===== config.mk =====
export PLATFORM = sky130hd
export DESIGN_NAME = dsg_top
export DESIGN_NICKNAME = d
export VERILOG_FILES = /design/src/hdl/dsg_pkg.sv /design/src/hdl/dsg_gate_select.sv /design/src/hdl/dsg_axil_slave.sv /design/src/hdl/dsg_top.sv
export SDC_FILE = /design/constraint.sdc
export NUM_CORES = 1
export LEC_CHECK = 0
export BUFFER_PORTS_ARGS = -buffer_cell sky130_fd_sc_hd__buf_2
export CAP_MARGIN = 20
export CORE_UTILIZATION = 48
export DETAILED_ROUTE_END_ITERATION = 12
export MAX_ROUTING_LAYER = met4
export PLACE_DENSITY = 0.77
export SLEW_MARGIN = 10
export SYNTH_ARGS = -nofsm -noshare
export SYNTH_HDL_FRONTEND = slang
export SYNTH_SLANG_ARGS = --single-unit
export TNS_END_PERCENT = 20

===== constraint.sdc =====
create_clock -name aclk -period 2.05 [get_ports aclk]
set_input_delay 0.5125 -clock aclk [delete_from_list [all_inputs] [get_ports aclk]]
set_output_delay 0.5125 -clock aclk [all_outputs]
set_load 0.005 [all_outputs]

===== src/hdl/dsg_pkg.sv =====
// Purpose: Shared constants and types of the deep-sleep clock gating block
// Assumes: 32-bit AXI4-Lite register bus, 12-bit byte address
// Notes: Gate registers share one bit layout
package dsg_pkg;
  // ==========================================================
  // Register map
  localparam int DSG_ADDR_W = 12;
  localparam logic [11:0] DSG_RCFG_OFF = 12'h060;
  localparam logic [11:0] DSG_RUN_OFF = 12'h104;
  localparam logic [11:0] DSG_SLP_OFF = 12'h114;
  localparam logic [11:0] DSG_DEEP_OFF = 12'h124;
  localparam logic [11:0] DSG_ISTAT_OFF = 12'h200;
  localparam logic [11:0] DSG_IMASK_OFF = 12'h204;
  localparam logic [11:0] DSG_PSTAT_OFF = 12'h208;
  // ==========================================================
  // Reset values and field layout
  localparam logic [31:0] DSG_GATE_RST = 32'h0000_0000;
  localparam logic [31:0] DSG_RCFG_RST = 32'h0000_0000;
  localparam logic [31:0] DSG_GATE_WMASK = 32'h0007_5031;
  localparam int DSG_ACG_BIT = 27;
  localparam int DSG_ASYNC0_POS = 0;
  localparam int DSG_SYNC0_POS = 4;
  localparam int DSG_SYNC1_POS = 5;
  localparam int DSG_TWO_WIRE0_POS = 12;
  localparam int DSG_TWO_WIRE1_POS = 14;
  localparam int DSG_GPC0_POS = 16;
  localparam int DSG_GPC1_POS = 17;
  localparam int DSG_GPC2_POS = 18;
  localparam int DSG_UNITS = 8;
  localparam int DSG_GATE_POS [DSG_UNITS] = '{DSG_ASYNC0_POS, DSG_SYNC0_POS,
    DSG_SYNC1_POS, DSG_TWO_WIRE0_POS, DSG_TWO_WIRE1_POS, DSG_GPC0_POS,
    DSG_GPC1_POS, DSG_GPC2_POS};
  // Interrupt status bits and bus response codes
  localparam int DSG_IRQ_W = 2;
  localparam int DSG_IRQ_FAULT = 0;
  localparam int DSG_IRQ_DEEP = 1;
  localparam logic [1:0] DSG_RESP_OKAY = 2'h0;
  localparam logic [1:0] DSG_RESP_SLVERR = 2'h2;
  // ==========================================================
  // Types
  typedef enum logic [1:0] {DSG_RUN, DSG_SLEEP, DSG_DEEP} dsg_mode_t;
  typedef struct packed {
    logic valid;
    logic [DSG_ADDR_W-1:0] addr;
    logic [31:0] data;
    logic [3:0] strb;
  } dsg_wreq_t;
  typedef struct packed {
    logic valid;
    logic [DSG_ADDR_W-1:0] addr;
  } dsg_rreq_t;
  typedef struct packed {
    logic err;
    logic [31:0] data;
  } dsg_rresp_t;
endpackage


===== src/hdl/dsg_gate_select.sv =====
// Purpose: Picks the gate set that applies in the present power mode
// Assumes: Mode and gate vectors come from flip-flops
// Notes: One cycle from inputs to clk_en
`timescale 1ns/1ps
module dsg_gate_select #(
  parameter int UNITS = 8
) (
  input logic aclk,
  input logic aresetn,
  input dsg_pkg::dsg_mode_t mode,
  input logic auto_clock_gating_select,
  input logic [UNITS-1:0] run_en,
  input logic [UNITS-1:0] sleep_en,
  input logic [UNITS-1:0] deep_en,
  output logic [UNITS-1:0] clk_en
);
  typedef struct packed {
    logic [UNITS-1:0] en;
  } dsg_sel_state_t;
  dsg_sel_state_t s;
  dsg_sel_state_t next_s;
  logic [UNITS-1:0] pick;

  // ==========================================================
  // Per-unit selection
  for (genvar i = 0; i < UNITS; i++) begin : g_unit
    // Without auto gating the run set rules in every mode
    assign pick[i] = !auto_clock_gating_select ? run_en[i] :
      (mode == dsg_pkg::DSG_DEEP) ? deep_en[i] :
      (mode == dsg_pkg::DSG_SLEEP) ? sleep_en[i] : run_en[i];
  end

  always_comb begin
    next_s = s;
    next_s.en = pick;
  end

  always_ff @(posedge aclk) begin
    if (!aresetn) begin
      s <= '0;
    end else begin
      s <= next_s;
    end
  end

  assign clk_en = s.en;
endmodule


===== src/hdl/dsg_axil_slave.sv =====
// Purpose: AXI4-Lite slave turning bus beats into register requests
// Assumes: One write and one read in flight at most
// Notes: Write answer two edges after both beats are held
`timescale 1ns/1ps
module dsg_axil_slave (
  input logic aclk,
  input logic aresetn,
  input logic [dsg_pkg::DSG_ADDR_W-1:0] awaddr,
  input logic awvalid,
  output logic awready,
  input logic [31:0] wdata,
  input logic [3:0] wstrb,
  input logic wvalid,
  output logic wready,
  output logic [1:0] bresp,
  output logic bvalid,
  input logic bready,
  input logic [dsg_pkg::DSG_ADDR_W-1:0] araddr,
  input logic arvalid,
  output logic arready,
  output logic [31:0] rdata,
  output logic [1:0] rresp,
  output logic rvalid,
  input logic rready,
  output dsg_pkg::dsg_wreq_t wreq,
  output dsg_pkg::dsg_rreq_t rreq,
  input logic werr,
  input dsg_pkg::dsg_rresp_t rans
);
  typedef struct packed {
    logic aw_full;
    logic w_full;
    logic awready;
    logic wready;
    logic arready;
    logic bvalid;
    logic [1:0] bresp;
    logic rvalid;
    logic [1:0] rresp;
    logic [31:0] rdata;
    dsg_pkg::dsg_wreq_t wreq;
    dsg_pkg::dsg_rreq_t rreq;
  } dsg_slv_state_t;
  dsg_slv_state_t s;
  dsg_slv_state_t next_s;

  always_comb begin
    next_s = s;
    next_s.wreq.valid = 1'b0;
    next_s.rreq.valid = 1'b0;
    // ==========================================================
    // Write path: address and data may come in either order
    if (awvalid && s.awready) begin
      next_s.aw_full = 1'b1;
      next_s.wreq.addr = awaddr;
    end
    if (wvalid && s.wready) begin
      next_s.w_full = 1'b1;
      next_s.wreq.data = wdata;
      next_s.wreq.strb = wstrb;
    end
    if (s.aw_full && s.w_full && !s.wreq.valid && !s.bvalid) begin
      next_s.wreq.valid = 1'b1;
    end
    if (s.wreq.valid) begin
      next_s.bvalid = 1'b1;
      next_s.bresp = werr ? dsg_pkg::DSG_RESP_SLVERR : dsg_pkg::DSG_RESP_OKAY;
      next_s.aw_full = 1'b0;
      next_s.w_full = 1'b0;
    end
    if (s.bvalid && bready) begin
      next_s.bvalid = 1'b0;
    end
    next_s.awready = !next_s.aw_full;
    next_s.wready = !next_s.w_full;
    // ==========================================================
    // Read path
    if (arvalid && s.arready) begin
      next_s.arready = 1'b0;
      next_s.rreq.valid = 1'b1;
      next_s.rreq.addr = araddr;
    end
    if (s.rreq.valid) begin
      next_s.rvalid = 1'b1;
      next_s.rdata = rans.data;
      next_s.rresp = rans.err ? dsg_pkg::DSG_RESP_SLVERR :
        dsg_pkg::DSG_RESP_OKAY;
    end
    if (s.rvalid && rready) begin
      next_s.rvalid = 1'b0;
      next_s.arready = 1'b1;
    end
  end

  always_ff @(posedge aclk) begin
    if (!aresetn) begin
      s <= '0;
      s.awready <= 1'b1;
      s.wready <= 1'b1;
      s.arready <= 1'b1;
    end else begin
      s <= next_s;
    end
  end

  assign awready = s.awready;
  assign wready = s.wready;
  assign bvalid = s.bvalid;
  assign bresp = s.bresp;
  assign arready = s.arready;
  assign rvalid = s.rvalid;
  assign rresp = s.rresp;
  assign rdata = s.rdata;
  assign wreq = s.wreq;
  assign rreq = s.rreq;
endmodule


===== src/hdl/dsg_top.sv =====
// Purpose: Per-unit clock enables with run, sleep and deep-sleep sets
// Assumes: Power mode inputs and unit access port synchronous to aclk
// Notes: Unit enables follow register changes after one extra edge
`timescale 1ns/1ps
module dsg_top #(
  parameter int UNITS = dsg_pkg::DSG_UNITS
) (
  input logic aclk,
  input logic aresetn,
  input logic [dsg_pkg::DSG_ADDR_W-1:0] awaddr,
  input logic awvalid,
  output logic awready,
  input logic [31:0] wdata,
  input logic [3:0] wstrb,
  input logic wvalid,
  output logic wready,
  output logic [1:0] bresp,
  output logic bvalid,
  input logic bready,
  input logic [dsg_pkg::DSG_ADDR_W-1:0] araddr,
  input logic arvalid,
  output logic arready,
  output logic [31:0] rdata,
  output logic [1:0] rresp,
  output logic rvalid,
  input logic rready,
  input logic sleep_now,
  input logic deep_sleep_now,
  input logic unit_req,
  input logic [2:0] unit_sel,
  output logic unit_grant,
  output logic unit_fault,
  output logic [UNITS-1:0] unit_clk_en,
  output logic irq
);
  typedef struct packed {
    logic [31:0] run_gates;
    logic [31:0] sleep_gates;
    logic [31:0] deep_gates;
    logic [31:0] rcfg;
    logic [dsg_pkg::DSG_IRQ_W-1:0] istat;
    logic [dsg_pkg::DSG_IRQ_W-1:0] imask;
    dsg_pkg::dsg_mode_t mode;
    logic grant;
    logic fault;
    logic irq;
  } dsg_top_state_t;
  dsg_top_state_t s;
  dsg_top_state_t next_s;

  dsg_pkg::dsg_wreq_t wreq;
  dsg_pkg::dsg_rreq_t rreq;
  dsg_pkg::dsg_rresp_t rans;
  logic werr;
  logic auto_clock_gating_select;
  logic [UNITS-1:0] run_vec;
  logic [UNITS-1:0] sleep_vec;
  logic [UNITS-1:0] deep_vec;
  logic [UNITS-1:0] en_now;

  // ==========================================================
  // Register bus
  dsg_axil_slave u_bus (
    .aclk(aclk),
    .aresetn(aresetn),
    .awaddr(awaddr),
    .awvalid(awvalid),
    .awready(awready),
    .wdata(wdata),
    .wstrb(wstrb),
    .wvalid(wvalid),
    .wready(wready),
    .bresp(bresp),
    .bvalid(bvalid),
    .bready(bready),
    .araddr(araddr),
    .arvalid(arvalid),
    .arready(arready),
    .rdata(rdata),
    .rresp(rresp),
    .rvalid(rvalid),
    .rready(rready),
    .wreq(wreq),
    .rreq(rreq),
    .werr(werr),
    .rans(rans)
  );

  // ==========================================================
  // Gate bit to unit mapping
  for (genvar i = 0; i < UNITS; i++) begin : g_map
    assign run_vec[i] = s.run_gates[dsg_pkg::DSG_GATE_POS[i]];
    assign sleep_vec[i] = s.sleep_gates[dsg_pkg::DSG_GATE_POS[i]];
    assign deep_vec[i] = s.deep_gates[dsg_pkg::DSG_GATE_POS[i]];
  end
  assign auto_clock_gating_select = s.rcfg[dsg_pkg::DSG_ACG_BIT];

  dsg_gate_select #(
    .UNITS(UNITS)
  ) u_sel (
    .aclk(aclk),
    .aresetn(aresetn),
    .mode(s.mode),
    .auto_clock_gating_select(auto_clock_gating_select),
    .run_en(run_vec),
    .sleep_en(sleep_vec),
    .deep_en(deep_vec),
    .clk_en(en_now)
  );

  // ==========================================================
  // Byte-lane merge
  function automatic logic [31:0] lane_merge(input logic [31:0] old,
    input logic [31:0] d, input logic [3:0] st);
    logic [31:0] r;
    r = old;
    for (int b = 0; b < 4; b++) begin
      if (st[b]) begin
        r[8*b +: 8] = d[8*b +: 8];
      end
    end
    return r;
  endfunction

  // ==========================================================
  // Read decode
  always_comb begin
    rans.err = 1'b0;
    rans.data = 32'h0000_0000;
    if (rreq.addr == dsg_pkg::DSG_RUN_OFF) begin
      rans.data = s.run_gates;
    end else if (rreq.addr == dsg_pkg::DSG_SLP_OFF) begin
      rans.data = s.sleep_gates;
    end else if (rreq.addr == dsg_pkg::DSG_DEEP_OFF) begin
      rans.data = s.deep_gates;
    end else if (rreq.addr == dsg_pkg::DSG_RCFG_OFF) begin
      rans.data = s.rcfg;
    end else if (rreq.addr == dsg_pkg::DSG_ISTAT_OFF) begin
      rans.data = {30'h0000_0000, s.istat};
    end else if (rreq.addr == dsg_pkg::DSG_IMASK_OFF) begin
      rans.data = {30'h0000_0000, s.imask};
    end else if (rreq.addr == dsg_pkg::DSG_PSTAT_OFF) begin
      rans.data = {22'h00_0000, s.mode, en_now};
    end else begin
      rans.err = 1'b1;
    end
  end

  // Write address check; power status register is the only read-only one
  always_comb begin
    werr = 1'b1;
    if (wreq.addr == dsg_pkg::DSG_RUN_OFF) begin
      werr = 1'b0;
    end else if (wreq.addr == dsg_pkg::DSG_SLP_OFF) begin
      werr = 1'b0;
    end else if (wreq.addr == dsg_pkg::DSG_DEEP_OFF) begin
      werr = 1'b0;
    end else if (wreq.addr == dsg_pkg::DSG_RCFG_OFF) begin
      werr = 1'b0;
    end else if (wreq.addr == dsg_pkg::DSG_ISTAT_OFF) begin
      werr = 1'b0;
    end else if (wreq.addr == dsg_pkg::DSG_IMASK_OFF) begin
      werr = 1'b0;
    end
  end

  // ==========================================================
  // Next state
  always_comb begin
    next_s = s;
    next_s.grant = 1'b0;
    next_s.fault = 1'b0;
    if (wreq.valid) begin
      // Masking keeps reserved bits of the gate registers at zero whatever is written
      if (wreq.addr == dsg_pkg::DSG_RUN_OFF) begin
        next_s.run_gates = lane_merge(s.run_gates, wreq.data,
          wreq.strb) & dsg_pkg::DSG_GATE_WMASK;
      end else if (wreq.addr == dsg_pkg::DSG_SLP_OFF) begin
        next_s.sleep_gates = lane_merge(s.sleep_gates, wreq.data,
          wreq.strb) & dsg_pkg::DSG_GATE_WMASK;
      end else if (wreq.addr == dsg_pkg::DSG_DEEP_OFF) begin
        next_s.deep_gates = lane_merge(s.deep_gates, wreq.data,
          wreq.strb) & dsg_pkg::DSG_GATE_WMASK;
      end else if (wreq.addr == dsg_pkg::DSG_RCFG_OFF) begin
        next_s.rcfg = lane_merge(s.rcfg, wreq.data, wreq.strb);
      end else if (wreq.addr == dsg_pkg::DSG_ISTAT_OFF) begin
        if (wreq.strb[0]) begin
          next_s.istat = s.istat & ~wreq.data[dsg_pkg::DSG_IRQ_W-1:0];
        end
      end else if (wreq.addr == dsg_pkg::DSG_IMASK_OFF) begin
        if (wreq.strb[0]) begin
          next_s.imask = wreq.data[dsg_pkg::DSG_IRQ_W-1:0];
        end
      end
    end
    // Deep sleep outranks sleep when both are asserted
    if (deep_sleep_now) begin
      next_s.mode = dsg_pkg::DSG_DEEP;
    end else if (sleep_now) begin
      next_s.mode = dsg_pkg::DSG_SLEEP;
    end else begin
      next_s.mode = dsg_pkg::DSG_RUN;
    end
    if (next_s.mode == dsg_pkg::DSG_DEEP && s.mode != dsg_pkg::DSG_DEEP) begin
      next_s.istat[dsg_pkg::DSG_IRQ_DEEP] = 1'b1;
    end
    // Judged against the enables that are live this cycle
    if (unit_req) begin
      if (en_now[unit_sel]) begin
        next_s.grant = 1'b1;
      end else begin
        next_s.fault = 1'b1;
        next_s.istat[dsg_pkg::DSG_IRQ_FAULT] = 1'b1;
      end
    end
    next_s.irq = |(next_s.istat & next_s.imask);
  end

  always_ff @(posedge aclk) begin
    if (!aresetn) begin
      s <= '0;
      s.run_gates <= dsg_pkg::DSG_GATE_RST;
      s.sleep_gates <= dsg_pkg::DSG_GATE_RST;
      s.deep_gates <= dsg_pkg::DSG_GATE_RST;
      s.rcfg <= dsg_pkg::DSG_RCFG_RST;
      s.mode <= dsg_pkg::DSG_RUN;
    end else begin
      s <= next_s;
    end
  end

  assign unit_grant = s.grant;
  assign unit_fault = s.fault;
  assign unit_clk_en = en_now;
  assign irq = s.irq;
endmodule


# ---- After elaboration in Yosys (flattened, before gate mapping)
# Index checks and enable logic that the tools add are counted.
dict set report classes {
  n_lt_le_gt_ge 1
  n_eq_ne 17
  muxes 70
  n_bitwise 7
  n_reduce_logical 30
}
# op n
set op_table {}
lappend op_table {{$mux 32} 4}
lappend op_table {{$eq 12x9->1 const B} 6}
lappend op_table {{$eq 12x10->1 const B} 5}
lappend op_table {{$mux 1} 47}
lappend op_table {{$mux 10} 3}
lappend op_table {{$eq 12x7->1 const B} 2}
lappend op_table {{$reduce_and 6->1} 4}
lappend op_table {{$mux 4} 5}
lappend op_table {{$mux 2} 9}
lappend op_table {{$reduce_and 5->1} 3}
lappend op_table {{$mux 13} 1}
lappend op_table {{$reduce_and 4->1} 3}
lappend op_table {{$logic_and 1x1->1} 9}
lappend op_table {{$reduce_and 3->1} 3}
lappend op_table {{$reduce_or 2->1} 3}
lappend op_table {{$and 2x2->2} 2}
lappend op_table {{$eq 2x2->1 const B} 2}
lappend op_table {{$logic_not 1->1} 4}
lappend op_table {{$lt 3x4->1 const B} 1}
lappend op_table {{$not 1->1} 4}
lappend op_table {{$bmux 1 s3} 1}
lappend op_table {{$eq 2x1->1 const B} 1}
lappend op_table {{$ne 2x2->1 const B} 1}
lappend op_table {{$not 2->2} 1}
lappend op_table {{$reduce_and 2->1} 1}
dict set report totals {
  register_bits 178
  input_bits 73
  out_inout_bits 52
  wordCells 161
}

# ---- Depth between registers and ports, before layout
dict set report logic_depth {
  ltp_word 13
  ltp_mapped 8
  depth_no_buf 5
}

# ---- Cells and area by module
# Synthesis repeated with hierarchy kept, for this count alone.
dict set report unflattened {
  cells_unflattened 931
  hier_area_um2 8364.3
}
# module n_inst cells_each area_each_um2 seq_area_each_um2
set by_module_without_submodules {}
lappend by_module_without_submodules {dsg_axil_slave 1 505 4610.7 2062.0}
lappend by_module_without_submodules {dsg_top 1 376 3300.7 1301.2}
lappend by_module_without_submodules {dsg_gate_select 1 50 452.9 160.2}

# ---- Worst setup path before layout
# OpenSTA, ideal clock, no wires.
dict set report synth_timing {
  path_type {reg2reg}
  from {reg u_bus.s, in the netlist u_bus.rreq[2]}
  to {reg u_bus.s, in the netlist u_bus.rdata[10]}
  setup_ns 0.059
  arrival_ns 1.605
  required_time_ns 1.991
  path_slack_ns 0.386
  stages_incl_launch_ff 9
  path_buffers 3
  period_less_slack_ns 1.664
  path_cell_list {dfxtp_1 > buf_6 > nor2b_4 > and3_1 > buf_6 > a21o_4 > nor3_4 > buf_6 > a22o_1}
}
dict set report synth_between {
  elab_chain_len 5
  word_cells_on_any_way 8
}
# item line_no
set synth_lines {}
lappend synth_lines {{start: declaration} dsg_axil_slave.sv:44} ;# dsg_slv_state_t s;
lappend synth_lines {{start signal: assignment} dsg_axil_slave.sv:102} ;# s <= next_s;
lappend synth_lines {{$eq 12x7->1} dsg_top.sv:136} ;# end else if (rreq.addr == dsg_pkg::DSG_RCFG_OFF) begin
lappend synth_lines {{$mux 32} dsg_top.sv:136}
lappend synth_lines {{$mux 32} dsg_top.sv:134} ;# end else if (rreq.addr == dsg_pkg::DSG_DEEP_OFF) begin
lappend synth_lines {{$mux 32} dsg_top.sv:132} ;# end else if (rreq.addr == dsg_pkg::DSG_SLP_OFF) begin
lappend synth_lines {{$mux 32 (*)} dsg_top.sv:130} ;# if (rreq.addr == dsg_pkg::DSG_RUN_OFF) begin
# Mark *: on every way between the ends. The rest lies on a longest branch, timed or not.
# A chain may end at the register's enable or synchronous reset.

# ---- Final worst setup path
dict set report layout_timing {
  from {reg u_bus.s, in the netlist u_bus.wreq[36]}
  to {reg s[23] in the netlist's numbering}
}
dict set report layout_between {
  elab_chain_len 3
  word_cells_on_any_way 8
}
# item line_no
set layout_lines {}
lappend layout_lines {{$eq 12x9->1 (on tied branches)} {dsg_top.sv:181, dsg_top.sv:175, dsg_top.sv:178}}
lappend layout_lines {{$not 1->1 (no source line)} n/a}
lappend layout_lines {{$reduce_and 6->1 (no source line) (*)} n/a}
lappend layout_lines {{end signal: assignment} dsg_top.sv:228} ;# s <= next_s;
lappend layout_lines {{end: declaration} dsg_top.sv:48} ;# dsg_top_state_t s;
# Marks and branches as above.

==> metrics.txt <==
# TYPE chip_impl_metric gauge
chip_impl_metric{name="seq_area_frac_synth",unit="%"} 47.3
chip_impl_metric{name="max_freq",unit="GHz"} 0.540
chip_impl_metric{name="grt_start_max_net_pins",unit=""} 68
chip_impl_info{name="worst_setup_end_kind",value="flip-flop"} 1
chip_impl_metric{name="dpl.cell_count",unit=""} 1105
chip_impl_metric{name="finalClockSkew",unit="ns"} 0.0110
chip_impl_info{name="critPathLaunchType",value="flip-flop"} 1
chip_impl_info{name="clk_root_buffer_cell",value="clkbuf_16"} 1
chip_impl_metric{name="finalSetupViolations",unit=""} 0
chip_impl_metric{name="pwr_density_cell",unit="nW/um^2"} 876
chip_impl_metric{name="die_h",unit="um"} 127
chip_impl_info{name="synth_largest_area_cell",value="dfxtp_1"} 1
chip_impl_info{name="criticalPathCategory",value="reg -> reg"} 1
chip_impl_metric{name="vias_in_the_first_global_route",unit=""} 5497
chip_impl_metric{name="period_share",unit="%"} 90.3
chip_impl_info{name="synth_top_cells_by_area",value="dfxtp_1 47%, nand2_1 12%, a21boi_0 10%"} 1
chip_impl_metric{name="buffer_ports.inserted",unit=""} 122
chip_impl_metric{name="detailed_place_hpwl",unit="um"} 12000
chip_impl_metric{name="final_antenna_net_count",unit=""} 0
chip_impl_metric{name="drt_pass1_iterations",unit=""} 5
chip_impl_metric{name="irDropWorstVdd",unit="mV"} 0.595
chip_impl_metric{name="clock_latency",unit="ns"} 0.43
chip_impl_metric{name="cts.htree.levels",unit=""} 4
chip_impl_metric{name="clockBufferDepth",unit=""} 2
chip_impl_metric{name="yosys_warnings",unit=""} 0
chip_impl_metric{name="cap_violations",unit=""} 0
chip_impl_metric{name="share_of_synthesized_flip_flops_with_an_asynchronous_set_or_reset",unit="%"} 0
chip_impl_metric{name="synthCells",unit=""} 855
chip_impl_info{name="unrepaired_setup_endpoints_after_global_routing",value="no"} 1
chip_impl_metric{name="grt_pass1_wl",unit="um"} 27600
chip_impl_metric{name="globalRouteTotalUtil",unit="%"} 22.7
chip_impl_metric{name="drv_slew",unit=""} 0
chip_impl_metric{name="via_count",unit=""} 5988
chip_impl_metric{name="die_x",unit="um"} 127
chip_impl_metric{name="place_congestion",unit=""} 0.913
chip_impl_metric{name="crit_required",unit="ns"} 2.36
chip_impl_metric{name="tightestPinTransition",unit="ns"} 0.553
chip_impl_info{name="hp-class",value="in -> reg"} 1
chip_impl_metric{name="clk_pin_slew_worst_paths",unit="ns"} 0.07
chip_impl_metric{name="diodes",unit=""} 0
chip_impl_metric{name="core.rowCount",unit=""} 45
chip_impl_metric{name="post_cts_hold_buffer_count",unit=""} 0
chip_impl_metric{name="slew_headroom",unit="%"} 63.1
chip_impl_metric{name="syn_area",unit="um^2"} 7450
chip_impl_metric{name="power_consumption",unit="mW"} 7.60
chip_impl_metric{name="synth.lib_cells_used.distinct",unit=""} 54
chip_impl_metric{name="total_leakage_power",unit="nW"} 3.52
chip_impl_metric{name="synth_edf_count",unit=""} 0
chip_impl_info{name="tritoncts_clock_tree",value="done"} 1
chip_impl_metric{name="syn_area_per_cell",unit="um^2"} 8.71
chip_impl_metric{name="effective_utilization_at_floorplan",unit="%"} 49.2
chip_impl_metric{name="design.core.area",unit="um^2"} 15100
chip_impl_metric{name="wire_per_inst",unit="um"} 15.1
chip_impl_metric{name="layoutNonFillerInstCount",unit=""} 1138
chip_impl_metric{name="routed_via_density",unit=""} 5.26
chip_impl_metric{name="setup_tns",unit="ns"} 0
chip_impl_info{name="outcome",value="complete, no violations"} 1
chip_impl_metric{name="routed_wirelength",unit="um"} 17100
chip_impl_metric{name="area_added_between_synthesis_and_finish",unit="%"} 16.6
chip_impl_metric{name="cts-buffers-inserted",unit=""} 17
chip_impl_metric{name="crit_path_max_fanout",unit=""} 8
chip_impl_metric{name="dr.first_iter.drc_count",unit=""} 356
chip_impl_metric{name="antenna_found_initial",unit=""} 0
chip_impl_metric{name="number_of_design_rule_violations_left_after_detail_routing",unit=""} 0
chip_impl_metric{name="die_area",unit="um^2"} 16000
chip_impl_metric{name="gr_overflow_total",unit=""} 0
chip_impl_info{name="yosys_most_used_dff",value="dfxtp_1"} 1
chip_impl_metric{name="critPathArrivalTime",unit="ns"} 2.16
chip_impl_info{name="yosys-top-cells-count",value="248 x nand2_1, 176 x dfxtp_1, 104 x a21boi_0, 36 x buf_4, 36 x clkbuf_1"} 1
chip_impl_metric{name="drive_gt1_share",unit="%"} 20.8
chip_impl_metric{name="nets",unit=""} 1010
chip_impl_metric{name="finalWorstPathRequiredPeriod",unit="ns"} 1.85
chip_impl_info{name="yosysMostFrequentCell",value="nand2_1"} 1
chip_impl_metric{name="clock-sinks",unit=""} 176
chip_impl_metric{name="final_hold_violation_count",unit=""} 0
chip_impl_metric{name="io-pin-count",unit=""} 125
chip_impl_metric{name="ys_seq_elements",unit=""} 176
chip_impl_metric{name="synth_top_area_share",unit="%"} 47.3
==> what timing repair did <==
item | 4_1_cts | 5_1_grt
endpoints found under the setup margin | 0 | 34
buffers inserted | 0 | 1
gates resized for setup | 0 | 8
==> cell families (layout without fill, tap and decap cells) <==
| group | after synthesis | after routing | synth area share, % |
|---|---|---|---|
| simple gates | 351 | 351 | 21.4 |
| compound gates | 210 | 210 | 20.8 |
| flops | 176 | 176 | 47.3 |
| buf+inv | 94 | 188 | 6.97 |
| mux | 23 | 23 | 3.43 |
| other cells | 1 | 2 | 0.0503 |
==> layer usage <==
layer | vias up | routed length (um) | GRT usage [%]
met5 | - | 0 | -
met4 | 0 | 280 | 7.87
met3 | 25 | 799 | 4.43
met2 | 167 | 7840 | 35.2
met1 | 2759 | 8220 | 29.7
li1 | 3037 | - | -
==> critical path, cell delays in order (launching register included) <==
cell and delay (ns):
dfxtp_1 0.33, nor4_2 0.43, and2_1 0.34, nand3_1 0.37
nand2_1 0.17, a21boi_0 0.09
==> state kept, by name (all words and copies together) (netlist names) <==
register / count
u_bus.wready: 1
u_bus.bresp: 1
auto_clock_gating_select: 1
u_bus.arready: 1
u_bus.rvalid: 1
s: 45
deep_vec: 8
u_bus.rdata: 32
irq: 1
u_bus.wreq: 49
u_bus.bvalid: 1
u_bus.rreq: 13
unit_fault: 1
unit_grant: 1
u_bus.awready: 1
run_vec: 8
u_sel.clk_en: 8
u_bus.rresp: 1
u_bus.s: 2
==> final cells by class <==
cell class,instances,area [um^2]
tap,188,235
clock inverter,11,176
inverter,9,33.8
sequential,176,3520
fill,1375,6460
clock buffer,21,470
timing repair buffer,147,813
multi-input combinational,586,3430
==> worst paths after layout <==
path                  start        endpoint  slack (ns)  depth (start not counted)
max reg2reg  u_bus.wreq[36]           s[23]        0.20                          5
max          u_bus.wreq[36]           s[23]        0.20                          5
min reg2reg    u_bus.s[103]  u_bus.wreq[48]        0.44                          2
min                 arvalid   u_bus.arready        0.30                          2
==> through the flow <==
stage | worst slack, ns | instance area (um^2) | utilization, % | hold slack [ns]
CTS | 0.0394 | 8640 | 57.1 | 0.287
finish | 0.199 | 8680 | 57.3 | 0.299
global route | 0.00646 | 8680 | 57.3 | 0.315
global placement | 0.0324 | 8000 | 52.8 | 0.430
floorplan | 0.386 | 7450 | - | 0.421
detailed placement | 0.0559 | 8000 | 52.8 | 0.435
==> cells in the final DEF, fill, tap and decap left out, types with 3 or more instances in the layout <==
cell type,count
nor2b_1,21
nor2_1,20
buf_2,121
a211oi_1,6
buf_4,25
bufinv_16,4
inv_1,9
a22o_1,22
nand4_1,4
nand3_1,8
and3_1,4
o211a_1,7
o22ai_1,3
and2_1,8
nand2_1,248
a22oi_1,6
and3_2,4
inv_6,3
clkbuf_16,17
o21a_1,5
nor3_1,7
mux2i_1,21
o21ai_0,25
nand2b_1,4
a21oi_1,9
nor4_2,3
o31ai_1,5
clkbuf_8,3
and4_1,5
dfxtp_1,176
a21boi_0,104
==> report_power, final <==
| group | switching [mW] | leakage, nW | internal (mW) |
|---|---|---|---|
| Combinational | 0.269 | 1.78 | 0.212 |
| Clock | 1.37 | 0.315 | 2.15 |
| Sequential | 0.0855 | 1.43 | 3.51 |
(Power assumes the default switching activity.)
